<file path="src/verilog/pulse_measure_generate_pkg.sv">
`default_nettype none
package pulse_measure_generate_pkg;

  // ===========================================================================
  // Register map, byte addresses on a 32-bit classic Wishbone bus.
  localparam logic [7:0] ADDR_CTRL     = 8'h00;
  localparam logic [7:0] ADDR_OPERAND  = 8'h04;
  localparam logic [7:0] ADDR_LIMIT    = 8'h08;
  localparam logic [7:0] ADDR_RESULT   = 8'h0c;
  localparam logic [7:0] ADDR_RES_BYTE = 8'h10;
  localparam logic [7:0] ADDR_STATUS   = 8'h14;
  localparam logic [7:0] ADDR_RANDOM   = 8'h18;

  // ===========================================================================
  // Field positions.
  localparam int CTRL_OP_LSB   = 0;
  localparam int CTRL_POL_BIT  = 4;
  localparam int CTRL_PIN_LSB  = 8;
  localparam int CTRL_GO_BIT   = 16;
  localparam int STAT_BUSY_BIT = 0;
  localparam int STAT_DONE_BIT = 1;
  localparam int OPND_CNT_LSB  = 16;

  // ===========================================================================
  // Operation codes written to the control register.
  localparam logic [2:0] OP_WIDTH  = 3'h0;
  localparam logic [2:0] OP_STATE  = 3'h1;
  localparam logic [2:0] OP_PULSE  = 3'h2;
  localparam logic [2:0] OP_PWM    = 3'h3;
  localparam logic [2:0] OP_RANDOM = 3'h4;

  // ===========================================================================
  // Reset values, generator taps and full-duty code.
  localparam logic [15:0] LIMIT_RESET  = 16'hffff;
  localparam logic [15:0] RANDOM_RESET = 16'h0001;
  localparam logic [15:0] LFSR_TAPS    = 16'hb400;
  localparam logic [7:0]  DUTY_FULL    = 8'hff;

  // ===========================================================================
  // Timing. Counts are fixed numbers of oscillator cycles, so the real-time
  // resolution follows whatever clock actually runs.
  localparam int REF_OSC_KHZ      = 4000;
  localparam int UNIT_REF_NS      = 10000;
  localparam int PWM_CYCLE_REF_US = 5000;
  localparam int PWM_STEPS        = 256;
  localparam int UNIT_CYCLES      = UNIT_REF_NS * REF_OSC_KHZ / 1000000;
  localparam int PWM_STEP_CYCLES  = PWM_CYCLE_REF_US * REF_OSC_KHZ / 1000 / PWM_STEPS;
  localparam logic [6:0] UNIT_LAST = 7'(UNIT_CYCLES - 1);
  localparam logic [6:0] STEP_LAST = 7'(PWM_STEP_CYCLES - 1);

endpackage : pulse_measure_generate_pkg
`default_nettype wire

</file>
<file path="src/verilog/pulse_measure_generate.sv">
// Register access over Wishbone and the register addresses are this design's own decisions.
`default_nettype none
// Overview of operation
// - Width measurement times a low pulse for polarity zero, high for one.
// - Missing edge or overlong pulse yields a measured width of zero.
// - Width is kept in 16 bits; the byte view returns the low byte.
// - Width measurement makes the selected pin an input on start.
// - Measurement counts once per 40 oscillator cycles, scaling with clock.
// - Resolution follows the running clock; no frequency setting alters it.
// - Waiting gives up after the count limit, default 65535, for both measurements.
// - Single pulse toggles the pin twice; prior level sets polarity.
// - Single pulse drives the selected pin as an output first.
// - Pulse length equals period times a 40-cycle unit, plus one cycle.
// - Modulation cycle has 256 steps; duty 0 never high, 255 always.
// - Modulation cycle repeats exactly the requested count then stops.
// - One modulation cycle lasts about 20000 oscillator cycles.
// - Pin is output during modulation and returns to input afterwards.
// - Random step updates 16-bit value in place; period 65535, never zero.
// - State duration counts time at the level immediately, no leading edge.
// - State duration reaching the limit returns zero.
// - State duration uses the same 40-cycle unit as width measurement.
module pulse_measure_generate
  import pulse_measure_generate_pkg::*;
(
  input  wire logic        i_clk_sys,
  input  wire logic        i_resetn,
  input  wire logic        i_wb_cyc,
  input  wire logic        i_wb_stb,
  input  wire logic        i_wb_we,
  input  wire logic [7:0]  i_wb_adr,
  input  wire logic [3:0]  i_wb_sel,
  input  wire logic [31:0] i_wb_dat,
  output logic      [31:0] o_wb_dat,
  output logic             o_wb_ack,
  input  wire logic [15:0] i_pin,
  output logic      [15:0] o_pin_out,
  output logic      [15:0] o_pin_oe,
  output logic             o_done
);

  typedef enum logic [2:0] {IDLE, ARM_QUIET, ARM_EDGE, RUN, PULSE, PWM} state_e;

  // ===========================================================================
  // Reset release and pin synchronisers.
  logic        rst_q1;
  logic        rst_n;
  logic [15:0] pin_q1;
  logic [15:0] pin_s;

  always_ff @(posedge i_clk_sys or negedge i_resetn) begin
    if (!i_resetn) begin
      rst_q1 <= 1'b0;
      rst_n  <= 1'b0;
    end else begin
      rst_q1 <= 1'b1;
      rst_n  <= rst_q1;
    end
  end

  always_ff @(posedge i_clk_sys or negedge rst_n) begin
    if (!rst_n) begin
      pin_q1 <= 16'h0000;
      pin_s  <= 16'h0000;
    end else begin
      pin_q1 <= i_pin;
      pin_s  <= pin_q1;
    end
  end

  // ===========================================================================
  // Wishbone slave decode. Every access is acknowledged one cycle after the
  // request. A write lands at the edge that samples ack high, the same edge at
  // which the master sees it; unmapped addresses read zero and ignore writes.
  logic        ack;
  logic [2:0]  op;
  logic        pol;
  logic [3:0]  pin_sel;
  logic [15:0] operand_a;
  logic [15:0] operand_b;
  logic [15:0] limit;
  logic [15:0] result;
  logic [15:0] rnd;
  logic        done_flag;
  state_e      state;

  wire req       = i_wb_cyc && i_wb_stb && !ack;
  wire wr        = i_wb_cyc && i_wb_stb && ack && i_wb_we;
  wire wr_ctrl   = wr && (i_wb_adr == ADDR_CTRL);
  wire wr_opnd   = wr && (i_wb_adr == ADDR_OPERAND);
  wire wr_limit  = wr && (i_wb_adr == ADDR_LIMIT);
  wire wr_status = wr && (i_wb_adr == ADDR_STATUS);
  wire wr_random = wr && (i_wb_adr == ADDR_RANDOM);
  wire busy      = (state != IDLE);
  wire start     = wr_ctrl && i_wb_sel[2] && i_wb_dat[CTRL_GO_BIT] && !busy;

  wire [31:0] rd_ctrl   = {16'h0000, 4'h0, pin_sel, 3'h0, pol, 1'b0, op};
  wire [31:0] rd_status = {30'h0, done_flag, busy};
  wire [31:0] rd_mux =
      (i_wb_adr == ADDR_CTRL)     ? rd_ctrl :
      (i_wb_adr == ADDR_OPERAND)  ? {operand_b, operand_a} :
      (i_wb_adr == ADDR_LIMIT)    ? {16'h0000, limit} :
      (i_wb_adr == ADDR_RESULT)   ? {16'h0000, result} :
      (i_wb_adr == ADDR_RES_BYTE) ? {24'h000000, result[7:0]} :
      (i_wb_adr == ADDR_STATUS)   ? rd_status :
      (i_wb_adr == ADDR_RANDOM)   ? {16'h0000, rnd} : 32'h00000000;

  always_ff @(posedge i_clk_sys or negedge rst_n) begin
    if (!rst_n) begin
      ack      <= 1'b0;
      o_wb_dat <= 32'h00000000;
    end else begin
      ack      <= req;
      o_wb_dat <= req ? rd_mux : 32'h00000000;
    end
  end
  assign o_wb_ack = ack;

  // Configuration is frozen while an operation runs so it cannot change midway.
  always_ff @(posedge i_clk_sys or negedge rst_n) begin
    if (!rst_n) begin
      op        <= OP_WIDTH;
      pol       <= 1'b0;
      pin_sel   <= 4'h0;
      operand_a <= 16'h0000;
      operand_b <= 16'h0000;
      limit     <= LIMIT_RESET;
    end else if (!busy) begin
      if (wr_ctrl && i_wb_sel[0]) begin
        op  <= i_wb_dat[CTRL_OP_LSB +: 3];
        pol <= i_wb_dat[CTRL_POL_BIT];
      end
      if (wr_ctrl && i_wb_sel[1]) begin
        pin_sel <= i_wb_dat[CTRL_PIN_LSB +: 4];
      end
      if (wr_opnd && i_wb_sel[0]) begin
        operand_a <= i_wb_dat[15:0];
      end
      if (wr_opnd && i_wb_sel[2]) begin
        operand_b <= i_wb_dat[OPND_CNT_LSB +: 16];
      end
      if (wr_limit && i_wb_sel[0]) begin
        limit <= i_wb_dat[15:0];
      end
    end
  end

  // ===========================================================================
  // Timebase. One fixed prescaler; no frequency setting feeds it.
  logic [6:0]  pre;
  logic [15:0] cnt;
  logic [7:0]  step;
  logic        start_level;

  wire [6:0] pre_last = (state == PWM) ? STEP_LAST : UNIT_LAST;
  wire       tick     = busy && (pre == pre_last);
  wire       pin_now  = pin_s[pin_sel];
  wire       at_level = (pin_now == pol);
  wire       at_limit = (cnt == limit);
  wire [7:0] duty     = operand_a[7:0];
  wire       pwm_high = (duty == DUTY_FULL) || (step < duty);
  wire [15:0] lfsr_nx = rnd[0] ? ((rnd >> 1) ^ LFSR_TAPS) : (rnd >> 1);
  wire       meas     = (state == ARM_QUIET) || (state == ARM_EDGE) || (state == RUN);
  wire       timeout  = meas && tick && at_limit && !(state == RUN && !at_level);

  always_ff @(posedge i_clk_sys or negedge rst_n) begin
    if (!rst_n) begin
      pre <= 7'h00;
    end else if (!busy || tick) begin
      pre <= 7'h00;
    end else begin
      pre <= pre + 7'h01;
    end
  end

  // ===========================================================================
  // Operation sequencer.
  always_ff @(posedge i_clk_sys or negedge rst_n) begin
    if (!rst_n) begin
      state       <= IDLE;
      cnt         <= 16'h0000;
      step        <= 8'h00;
      result      <= 16'h0000;
      rnd         <= RANDOM_RESET;
      o_pin_out   <= 16'h0000;
      o_pin_oe    <= 16'h0000;
      o_done      <= 1'b0;
      start_level <= 1'b0;
    end else begin
      o_done <= 1'b0;
      if (wr_random && i_wb_sel[0] && !busy) begin
        // A zero seed would lock the generator, so it is replaced.
        rnd <= (i_wb_dat[15:0] == 16'h0000) ? RANDOM_RESET : i_wb_dat[15:0];
      end
      unique case (state)
        IDLE: begin
          cnt  <= 16'h0000;
          step <= 8'h00;
          if (start) begin
            unique case (op)
              OP_WIDTH: begin
                o_pin_oe[pin_sel] <= 1'b0;
                state <= ARM_QUIET;
              end
              OP_STATE: begin
                o_pin_oe[pin_sel] <= 1'b0;
                state <= RUN;
              end
              OP_PULSE: begin
                o_pin_oe[pin_sel]  <= 1'b1;
                o_pin_out[pin_sel] <= !o_pin_out[pin_sel];
                start_level        <= o_pin_out[pin_sel];
                state <= PULSE;
              end
              OP_PWM: begin
                if (operand_b == 16'h0000) begin
                  o_done <= 1'b1;
                end else begin
                  o_pin_oe[pin_sel] <= 1'b1;
                  state <= PWM;
                end
              end
              default: begin
                rnd    <= lfsr_nx;
                result <= lfsr_nx;
                o_done <= 1'b1;
              end
            endcase
          end
        end
        ARM_QUIET: begin
          // Wait for the inactive level so a pulse already in progress is skipped.
          if (timeout) begin
            result <= 16'h0000;
            o_done <= 1'b1;
            state  <= IDLE;
          end else begin
            if (tick) begin
              cnt <= cnt + 16'h0001;
            end
            if (!at_level) begin
              state <= ARM_EDGE;
            end
          end
        end
        ARM_EDGE: begin
          if (timeout) begin
            result <= 16'h0000;
            o_done <= 1'b1;
            state  <= IDLE;
          end else if (at_level) begin
            cnt   <= 16'h0000;
            state <= RUN;
          end else if (tick) begin
            cnt <= cnt + 16'h0001;
          end
        end
        RUN: begin
          if (!at_level) begin
            result <= cnt;
            o_done <= 1'b1;
            state  <= IDLE;
          end else if (timeout) begin
            result <= 16'h0000;
            o_done <= 1'b1;
            state  <= IDLE;
          end else if (tick) begin
            cnt <= cnt + 16'h0001;
          end
        end
        PULSE: begin
          if (cnt == operand_a) begin
            o_pin_out[pin_sel] <= start_level;
            o_done <= 1'b1;
            state  <= IDLE;
          end else if (tick) begin
            cnt <= cnt + 16'h0001;
          end
        end
        PWM: begin
          o_pin_out[pin_sel] <= pwm_high;
          if (tick) begin
            step <= step + 8'h01;
            if (step == DUTY_FULL) begin
              if (cnt + 16'h0001 == operand_b) begin
                o_pin_oe[pin_sel] <= 1'b0;
                o_done <= 1'b1;
                state  <= IDLE;
              end else begin
                cnt <= cnt + 16'h0001;
              end
            end
          end
        end
      endcase
    end
  end

  // ===========================================================================
  // Done flag: hardware set wins over a software clear in the same cycle.
  always_ff @(posedge i_clk_sys or negedge rst_n) begin
    if (!rst_n) begin
      done_flag <= 1'b0;
    end else if (o_done) begin
      done_flag <= 1'b1;
    end else if (wr_status && i_wb_sel[0] && i_wb_dat[STAT_DONE_BIT]) begin
      done_flag <= 1'b0;
    end
  end

  // ===========================================================================
  // Checks.
  a_done_single: assert property (@(posedge i_clk_sys) disable iff (!rst_n)
    o_done |=> !o_done)
    else $error("done strobe lasted more than one cycle");

  a_measure_input: assert property (@(posedge i_clk_sys) disable iff (!rst_n)
    meas |-> !o_pin_oe[pin_sel])
    else $error("pin driven during measurement");

  a_pulse_output: assert property (@(posedge i_clk_sys) disable iff (!rst_n)
    (state == PULSE) |-> o_pin_oe[pin_sel] && (o_pin_out[pin_sel] != start_level))
    else $error("single pulse not driven at toggled level");

  a_pulse_restores: assert property (@(posedge i_clk_sys) disable iff (!rst_n)
    (state == PULSE) ##1 (state == IDLE) |-> o_done && (o_pin_out[pin_sel] == start_level))
    else $error("single pulse did not toggle back");

  a_timeout_zero: assert property (@(posedge i_clk_sys) disable iff (!rst_n)
    timeout |=> o_done && (result == 16'h0000) && (state == IDLE))
    else $error("timeout did not return zero");

  a_unit_spacing: assert property (@(posedge i_clk_sys) disable iff (!rst_n)
    (tick && meas) |=> !tick [*8])
    else $error("measurement unit shorter than expected");

  a_pwm_full: assert property (@(posedge i_clk_sys) disable iff (!rst_n)
    (state == PWM && duty == DUTY_FULL) |=> o_pin_out[pin_sel] || (state != PWM))
    else $error("full duty output went low");

  a_pwm_zero: assert property (@(posedge i_clk_sys) disable iff (!rst_n)
    (state == PWM && duty == 8'h00) |=> !o_pin_out[pin_sel])
    else $error("zero duty output went high");

  a_pwm_release: assert property (@(posedge i_clk_sys) disable iff (!rst_n)
    (state == PWM) ##1 (state == IDLE) |-> !o_pin_oe[pin_sel] && o_done)
    else $error("pin not returned to input after modulation");

  a_pwm_drive: assert property (@(posedge i_clk_sys) disable iff (!rst_n)
    (state == PWM) |-> o_pin_oe[pin_sel])
    else $error("pin not driven during modulation");

  a_start_answer: assert property (@(posedge i_clk_sys) disable iff (!rst_n)
    start |=> busy || o_done)
    else $error("start neither ran nor finished");

  a_random_nonzero: assert property (@(posedge i_clk_sys) disable iff (!rst_n)
    rnd != 16'h0000)
    else $error("random value reached zero");

  a_bus_ack: assert property (@(posedge i_clk_sys) disable iff (!rst_n)
    req |=> o_wb_ack ##1 !o_wb_ack)
    else $error("bus acknowledge timing wrong");

  c_width_done: cover property (@(posedge i_clk_sys) disable iff (!rst_n)
    (state == RUN) ##1 (o_done && result != 16'h0000));
  c_timeout: cover property (@(posedge i_clk_sys) disable iff (!rst_n) timeout);
  c_pwm_done: cover property (@(posedge i_clk_sys) disable iff (!rst_n)
    (state == PWM) ##1 o_done);
  c_pulse_done: cover property (@(posedge i_clk_sys) disable iff (!rst_n)
    (state == PULSE) ##1 o_done);

endmodule : pulse_measure_generate
`default_nettype wire

</file>
<file path="config.mk">
export PLATFORM = sky130hd
export DESIGN_NAME = pulse_measure_generate
export DESIGN_NICKNAME = d
export VERILOG_FILES = /design/src/verilog/pulse_measure_generate_pkg.sv /design/src/verilog/pulse_measure_generate.sv
export SDC_FILE = /design/constraint.sdc
export NUM_CORES = 1
export LEC_CHECK = 0
export ABC_AREA = 1
export BUFFER_PORTS_ARGS = -buffer_cell sky130_fd_sc_hd__buf_2
export CAP_MARGIN = 20
export CORE_ASPECT_RATIO = 1.25
export CORE_UTILIZATION = 45
export CTS_CLUSTER_DIAMETER = 30
export DETAILED_ROUTE_END_ITERATION = 6
export HOLD_SLACK_MARGIN = 0.15
export PLACE_DENSITY = 0.66
export SYNTH_ARGS = -nofsm -noshare
export SYNTH_HDL_FRONTEND = slang
export SYNTH_SLANG_ARGS = --single-unit
export TNS_END_PERCENT = 20
</file>
<file path="constraint.sdc">
create_clock -name i_clk_sys -period 9.65 [get_ports i_clk_sys]
set_input_delay 0.965 -clock i_clk_sys [delete_from_list [all_inputs] [get_ports i_clk_sys]]
set_output_delay 0.965 -clock i_clk_sys [all_outputs]
set_load 0.03 [all_outputs]
</file>
==> results by group, run 1 <==
Final layout
  – Net count of the finished layout: 1,811
  – Area delta synth->final: 19.3%
  – Fraction of final layout cells with drive strength greater than 1: 16.3%
  – Number of antenna diodes: 0
  – Final instance area: 0.0149 mm²
  – Area taken by flip-flops and latches: 0.00563 mm²
  – Area occupied by multi-input gates: 0.00580 mm²
  – Number of inserted filler cells in the final layout: 2,510

Global route
  – Largest net degree at the start of global routing: 77
  – GRT Residual Overflow: 0
  – GRT Total Usage: 27.3%
  – Antenna violations before repair: 0
  – Number of global-route vias before repair: 11,400
  – Global-route wire length before repair: 60,200 µm

Logic synthesis
  – Biggest area consumer among synthesized cells: sky130_fd_sc_hd__dfrtp_1
  – Synth Flop Type: sky130_fd_sc_hd__dfrtp_1
  – Synthesized-area fraction occupied by ao, oa, aoi and oai cells: 15.5%
  – Synthesized cell area: 0.0125 mm²
  – Synth warnings: 0
  – Synthesized-area fraction occupied by xor and xnor cells: 2.63%
  – Mean Syn Cell Area: 7.75 µm²
  – Count of flip-flops with a built-in enable after synthesis: 0
  – Adder and majority cell fraction of the synthesized area: 1.00%
  – Synth unique cells: 55
  – Share of synthesized area occupied by flip-flops and latches: 44.9%
  – Simple logic cell fraction of the synthesized area: 26.5%
  – Synth top cells by count: sky130_fd_sc_hd__nand2_1 (333), sky130_fd_sc_hd__dfrtp_1 (207), sky130_fd_sc_hd__inv_1 (187)
  – Share of synthesized area spent on multiplexers: 0.560%
  – Net count of the mapped netlist: 1,691
  – Main combinational cell family by area after synthesis: simple AND/OR/NAND/NOR gates
  – Post-synth top area share: 41.4%
  – Total of flip-flops plus latches after synthesis: 224
  – FFs w/ async S/R, synth: 100%
  – Synthesized instance count: 1,616
  – Biggest area contributors in the synthesized netlist: sky130_fd_sc_hd__dfrtp_1 (41%), sky130_fd_sc_hd__nand2_1 (10%), sky130_fd_sc_hd__inv_1 (5.6%)
  – Most common cell in the synthesized netlist: sky130_fd_sc_hd__nand2_1

Clocking
  – Setup Buffers After CTS: 0
  – Root Driver: sky130_fd_sc_hd__clkbuf_16
  – Clock transition at the registers of the reported paths: 0.05 ns
  – Post-cts hold buffer count: 0
  – Clock tree from TritonCTS: done
  – Number of buffers on the longest clock path: 3
  – Number of gates resized after cts: 0
  – Number of clock sinks: 224
  – Number of buffers created by CTS: 45
  – # H-tree levels: 2
  – Clock latency at the later pin of the worst-skew pair: 0.53 ns

Timing
  – Pins over their slew limit: 0
  – Worst Skew: 0.0135 ns
  – Post-layout min period: 3.66 ns
  – Tightest slew margin relative to the limit: 32.4%
  – Setup TNS: 0 ns
  – Unrepaired setup endpoints after global routing: no
  – Transition time of the tightest slew-check pin: 1.01 ns
  – Crit path setup slack, layout: 5.99 ns
  – Final period util: 37.9%
  – Highest clock frequency the design can meet: 273 MHz
  – Number of hold violations in the final report: 0
  – Setup-failing EPs final: 0

Power and ir drop
  – Power per cell area: 195 mW/mm²
  – P_leak: 7.10 nW
  – Maximum ir drop on the vdd rail: 0.000124 V

Critical path
  – Category of the worst setup path capture point: register
  – Slowest-stage cell, CP: sky130_fd_sc_hd__o21a_1
  – Depth of the worst register-to-register path: 11
  – Critical path's largest stage delay: 0.84 ns
  – Setup slack of the worst register-to-register path: 5.99 ns
  – Number of buffers and inverters on the critical path: 1
  – Crit Path Max Fanout: 32
  – Arrival @ worst endpoint: 4.06 ns
  – Data required time of the critical path: 10.05 ns
  – Critical Path Start Type: register
  – Top Family by Delay on Critical Path: compound AO/OA/AOI/OAI gates
  – Worst setup path class: reg -> reg
  – Worst-path cell chain: nand2_4, nor2_4, buf_4, a21oi_2, nor2_4, nand3_2, o21ai_2, o21a_1, nand4_1, nand2_1, nand2_1
  – Worst r2r src: state[2]

Placement
  – Worst Setup Slack post-DPL: 5.67 ns
  – Count of buffers inserted at the top-level ports: 129
  – Hpwl dp: 27,100 µm
  – Final weighted congestion of routability-driven global placement: 0.917
  – Cell area after placement: 0.0133 mm²

Floorplanning
  – I/O Pins: 131
  – Overall die width: 151 µm
  – Initial Utilization: 46.2%
  – Core Footprint: 0.0271 mm²
  – Total die area: 0.0285 mm²
  – Number of standard-cell rows in the floorplan: 67
  – Overall die height: 188 µm

Routing
  – Number of optimization iterations in the first detailed-route pass: 6
  – Drt wl/cell: 18.0 µm
  – Via count: 11,900
  – Total Routed Length: 38,200 µm
  – DRT antenna net count: 0
  – Iteration-0 DRC Markers: 1,002
  – Remaining routing DRC violations: 0
  – Via/cell ratio: 5.62

Status
  – Run status: complete, no violations

Run
  – Max-cap violations: 0

Worst hold path
  – Worst min-delay path class: in -> async
==> layer usage <==
| metal | part of all wire, % | vias to the layer above | GRT usage, % |
|---|---|---|---|
| met3 | 6.5 | 120 | 3.80 |
| met4 | 4.4 | 0 | 13.8 |
| li1 | - | 5621 | - |
| met2 | 50 | 497 | 46.2 |
| met1 | 39 | 5641 | 33.7 |
| met5 | 0 | - | 0 |
==> cell usage in the layout (no fill, tap or decap), types with 4 or more instances in the layout <==
master / n
sky130_fd_sc_hd__a211oi_1: 24
sky130_fd_sc_hd__a21oi_1: 103
sky130_fd_sc_hd__a221oi_1: 8
sky130_fd_sc_hd__a22oi_1: 18
sky130_fd_sc_hd__buf_2: 129
sky130_fd_sc_hd__buf_4: 10
sky130_fd_sc_hd__bufinv_16: 5
sky130_fd_sc_hd__clkbuf_16: 45
sky130_fd_sc_hd__clkbuf_8: 6
sky130_fd_sc_hd__clkinv_2: 7
sky130_fd_sc_hd__clkinv_4: 4
sky130_fd_sc_hd__clkinvlp_4: 4
sky130_fd_sc_hd__dfrtp_1: 206
sky130_fd_sc_hd__dfstp_2: 17
sky130_fd_sc_hd__ha_1: 10
sky130_fd_sc_hd__inv_1: 187
sky130_fd_sc_hd__inv_2: 8
sky130_fd_sc_hd__inv_6: 4
sky130_fd_sc_hd__inv_8: 4
sky130_fd_sc_hd__mux2i_1: 7
sky130_fd_sc_hd__nand2_1: 333
sky130_fd_sc_hd__nand2_2: 4
sky130_fd_sc_hd__nand3_1: 95
sky130_fd_sc_hd__nand3_2: 6
sky130_fd_sc_hd__nand4_1: 61
sky130_fd_sc_hd__nor2_1: 181
sky130_fd_sc_hd__nor2_2: 6
sky130_fd_sc_hd__nor2_4: 7
sky130_fd_sc_hd__nor3_1: 26
sky130_fd_sc_hd__o21a_1: 17
sky130_fd_sc_hd__o21ai_0: 126
sky130_fd_sc_hd__o21ai_1: 5
sky130_fd_sc_hd__o22ai_1: 9
sky130_fd_sc_hd__o31ai_1: 4
sky130_fd_sc_hd__xnor2_1: 16
sky130_fd_sc_hd__xor2_1: 19
==> power breakdown <==
| group | leakage (nW) | internal, W | switching (W) |
|---|---|---|---|
| registers | 2.82 | 0.000975 | 0.0000290 |
| logic | 3.52 | 0.0000794 | 0.000248 |
| clock network | 0.757 | 0.00104 | 0.000532 |
| total | 7.10 | 0.00210 | 0.000809 |
==> per-stage QoR <==
stage / instances / utilization (%) / hold slack (ns) / total power, W
final: 2115 / 55.1 / 0.216 / 0.00291
after global routing: 2115 / 55.1 / 0.201 / 0.00301
after CTS: 2113 / 54.9 / 0.199 / 0.00292
after detailed placement: 2032 / 49.2 / 0.335 / 0.00134
after global placement: 2031 / 49.2 / 0.335 / 0.00134
after floorplan: 1616 / - / 0.331 / 0.00125
==> worst max path at each step <==
| stage | from | end | slack (ns) | cells past startpoint |
|---|---|---|---|---|
| after detailed placement | i_wb_adr[6] | result[5] | 5.67 | 11 |
| after global placement | i_wb_adr[6] | result[6] | 5.74 | 11 |
| after floorplan | rst_n | async pin | 2.98 | 0 |
| after global routing | state[2] | register | 5.75 | 11 |
| final | state[2] | register | 5.99 | 11 |
| after CTS | state[2] | register | 6.05 | 11 |
==> cell type report <==
cell class                      instances  area share, %
Timing Repair Buffer                  142           5.27
Inverter                              196           4.93
Clock inverter                         28           2.21
Multi-Input combinational cell       1127           38.8
Sequential cell                       224           37.7
Clock buffer                           53           8.15
Tap cell                              345           2.89
==> logic make-up after synthesis <==
kind of cell,count (synthesis)
muxes,7
other,1
buffers and inverters,265
xor gates and xnor gates,36
DFF,224
adders and majority gates,10
AOI/OAI and AO/OA,334
and+or+nand+nor,739
==> worst reg2reg max path, delay by kind of cell, from the launching register on <==
kind	cells	cell delay, ns
AO/OA/AOI/OAI	3	1.39
buffers and inverters	1	0.35
flip-flops	1	0.51
AND/OR/NAND/NOR	7	1.30
No activity file was read; power rests on OpenSTA's default activity.
==> run 2: changes to the inputs <==
==> constraint.sdc (replaced) <==
create_clock -name i_clk_sys -period 3.6 [get_ports i_clk_sys]
set_input_delay 0.36 -clock i_clk_sys [delete_from_list [all_inputs] [get_ports i_clk_sys]]
set_output_delay 0.36 -clock i_clk_sys [all_outputs]
set_load 0.03 [all_outputs]
==> run 2 against run 1 <==
  * Sequential share of layout area down 1.4 points
  * Global-route usage is 0.91 points higher
  * Clock skew is 0.0043 ns higher
  * Die area stayed put
  * Total power grew to 2.7 times the previous value
  * Sequential cell count stayed put
  * Critical path type unchanged
  * Largest power group unchanged
==> results by group, run 2 (synthesized netlist as in run 1, its figures left out) <==
Floorplanning
  – Overall die height: 188 µm (unchanged)
  – Initial Utilization: 46.2% (unchanged)
  – Core Footprint: 0.0271 mm² (unchanged)
  – Number of standard-cell rows in the floorplan: 67 (unchanged)
  – I/O Pins: 131 (unchanged)
  – Overall die width: 151 µm (unchanged)
  – Total die area: 0.0285 mm² (unchanged)

Routing
  – Drt wl/cell: 17.9 µm (-0.51%)
  – Iteration-0 DRC Markers: 824 (-18%)
  – Total Routed Length: 39,100 µm (+2.6%)
  – Number of optimization iterations in the first detailed-route pass: 6 (unchanged)
  – Via count: 12,100 (+1.8%)
  – Remaining routing DRC violations: 0 (unchanged)
  – Via/cell ratio: 5.54 (-1.3%)
  – DRT antenna net count: 0 (unchanged)

Final layout
  – Net count of the finished layout: 1,877 (+3.6%)
  – Commonest non-fill, non-tap cell in the layout: sky130_fd_sc_hd__nand2_1
  – Final instance area: 0.0155 mm² (+3.8%)
  – Area delta synth->final: 23.8%
  – Fraction of final layout cells with drive strength greater than 1: 16.4% (+0.12 points)
  – Fin cells: 2,181 (+3.1%)
  – Top library cells by usage in the layout, fill and taps aside: sky130_fd_sc_hd__nand2_1 (333), sky130_fd_sc_hd__dfrtp_1 (206), sky130_fd_sc_hd__inv_1 (187)
  – Number of antenna diodes: 0 (unchanged)

Critical path
  – Worst-path cell chain: inv_1, nand2_1, a21oi_1, nand3_1, nor2_1, nand2_1, nand2_1, nand3_1, a21oi_1, nand3_1, o21a_1
  – Top Family by Delay on Critical Path: simple AND/OR/NAND/NOR gates
  – Worst r2r src: cnt[5]
  – Data required time of the critical path: 4.02 ns (-6.03 ns)
  – Worst setup path class: reg -> reg
  – Slowest-stage cell, CP: sky130_fd_sc_hd__nand3_1
  – Critical Path Start Type: register
  – Arrival @ worst endpoint: 3.19 ns (-0.87 ns)
  – Category of the worst setup path capture point: register
  – Critical path startpoint: cnt[5]
  – Crit Path Max Fanout: 16 (-50%)
  – Critical path's largest stage delay: 0.53 ns (-0.31 ns)
  – Number of buffers and inverters on the critical path: 1 (unchanged)

Placement
  – Worst Setup Slack post-DPL: 0.853 ns (-4.82 ns)
  – Hpwl dp: 27,900 µm (+2.9%)
  – Number of cells after detailed placement: 2,051 (+0.94%)
  – Count of buffers inserted at the top-level ports: 129 (unchanged)
  – Final weighted congestion of routability-driven global placement: 0.931 (+1.6%)
  – Cell area after placement: 0.0135 mm² (+1.3%)

Clocking
  – # H-tree levels: 2 (unchanged)
  – Number of buffers on the longest clock path: 3 (unchanged)
  – Root Driver: sky130_fd_sc_hd__clkbuf_16
  – Clock latency at the later pin of the worst-skew pair: 0.53 ns (about the same)
  – Number of clock sinks: 224 (unchanged)
  – Clock tree from TritonCTS: done
  – Clock transition at the registers of the reported paths: 0.05 ns (about the same)
  – Number of gates resized after cts: 0 (unchanged)
  – Number of buffers created by CTS: 44 (-2.2%)

Power and ir drop
  – Switching portion of total power: 28.0% (+0.15 points)
  – Internal power consumption: 0.00558 W (+170%)
  – P_leak: 7.35 nW (+3.6%)
  – Fraction of power consumed by sequential logic: 34.7% (+0.2 points)
  – Portion of total power attributed to combinational logic: 12.8% (+1.5 points)
  – Power per cell area: 500 mW/mm² (+160%)
  – Maximum ir drop on the vdd rail: 0.000289 V (+130%)
  – Clock share of power: 52.4% (-1.8 points)
  – Power spent charging and discharging nets: 0.00217 W (+170%)

Timing
  – Crit path setup slack, layout: 0.825 ns (-5.16 ns)
  – Highest clock frequency the design can meet: 360 MHz (+32%)
  – Post-layout min period: 2.78 ns (-0.886 ns)
  – Setup TNS: 0 ns (unchanged)
  – Hold Worst Slack: 0.338 ns (+0.122 ns)
  – Pins over their slew limit: 0 (unchanged)
  – Setup-failing EPs final: 0 (unchanged)
  – Worst Skew: 0.0178 ns (+0.00425 ns)
  – Number of hold violations in the final report: 0 (unchanged)
  – Transition time of the tightest slew-check pin: 1.07 ns (+0.0541 ns)
  – Final period util: 77.1% (+39 points)
  – Unrepaired setup endpoints after global routing: no
  – Tightest slew margin relative to the limit: 28.7% (-3.8 points)

Global route
  – Antenna violations before repair: 1 (+1)
  – Number of global-route vias before repair: 11,800 (+3.4%)
  – GRT Total Usage: 28.3% (+0.91 points)
  – Global-route wire length before repair: 62,100 µm (+3.2%)
  – GRT Residual Overflow: 0 (unchanged)
  – Largest net degree at the start of global routing: 65 (-16%)

Worst hold path
  – Worst min-delay path class: in -> reg
  – Hold Crit Start: i_wb_stb

Status
  – Run status: complete, no violations

Run
  – Max-cap violations: 0 (unchanged)
## run 2: cell count changes in the layout (fill, tap and decap cells not counted), sizes merged
| cell | change |
|---|---|
| dlygate4sd3 | +50 |
| inv | -1 |
| clkbuf | +4 |
| buf | +17 |
| bufinv | -2 |
| clkinv | -2 |
## run 2: worst reg2reg max path: stages (launching register included)
cell,delay [ns]
sky130_fd_sc_hd__dfrtp_1,0.49
sky130_fd_sc_hd__inv_1,0.20
sky130_fd_sc_hd__nand2_1,0.07
sky130_fd_sc_hd__a21oi_1,0.20
sky130_fd_sc_hd__nand3_1,0.15
sky130_fd_sc_hd__nor2_1,0.19
sky130_fd_sc_hd__nand2_1,0.08
sky130_fd_sc_hd__nand2_1,0.08
sky130_fd_sc_hd__nand3_1,0.53
sky130_fd_sc_hd__a21oi_1,0.41
sky130_fd_sc_hd__nand3_1,0.13
sky130_fd_sc_hd__o21a_1,0.13
## run 2: per-layer routing
layer / vias to the layer above / global-route usage (%) / wire (µm)
li1: 5750 / - / -
met1: 5723 / 34.2 / 15400
met2: 494 / 47.9 / 19400
met3: 118 / 4.38 / 2370
met4: 2 / 14.7 / 1960
met5: - / 0 / 13
## run 2: layout make-up
class | instances | area (µm²)
fill | 2438 | 11600
multi-input combinational | 1127 | 5800
sequential | 224 | 5630
timing repair buffer | 209 | 1410
clock buffer | 57 | 1240
inverter | 196 | 736
tap | 345 | 432
clock inverter | 23 | 250
## run 2: final timing paths
path                       slack (ns)  cells after the start        end
max                              0.82                     11   register
min                              0.34                      4   o_wb_ack
max reg2reg                      0.82                     11   register
min reg2reg                      0.35                      0   pin_s[8]
max in group asynchronous        2.15                      1   limit[6]
min in group asynchronous        0.46                      0  pin_q1[6]
## run 2: stage by stage
stage / util [%] / total power [W]
floorplan: - / 0.00334
global placement: 49.9 / 0.00365
detailed placement: 49.9 / 0.00367
CTS: 57.2 / 0.00779
global route: 57.2 / 0.00803
finish: 57.2 / 0.00774
## run 2: power by group through the flow
| stage | clock network (W) | registers [W] | logic (W) |
|---|---|---|---|
| finish | 0.00406 | 0.00269 | 0.000993 |
| global route | 0.00424 | 0.00270 | 0.00109 |
| CTS | 0.00412 | 0.00269 | 0.000982 |
| floorplan | 0 | 0.00274 | 0.000601 |
| global placement | 0 | 0.00272 | 0.000927 |
| detailed placement | 0 | 0.00273 | 0.000939 |
## run 2: timing repair
action | in CTS | in global routing
buffers inserted | 0 | 0
hold buffers | 50 | 0
setup endpoints to repair | 0 | 0
endpoints found under the hold margin | 53 | 0
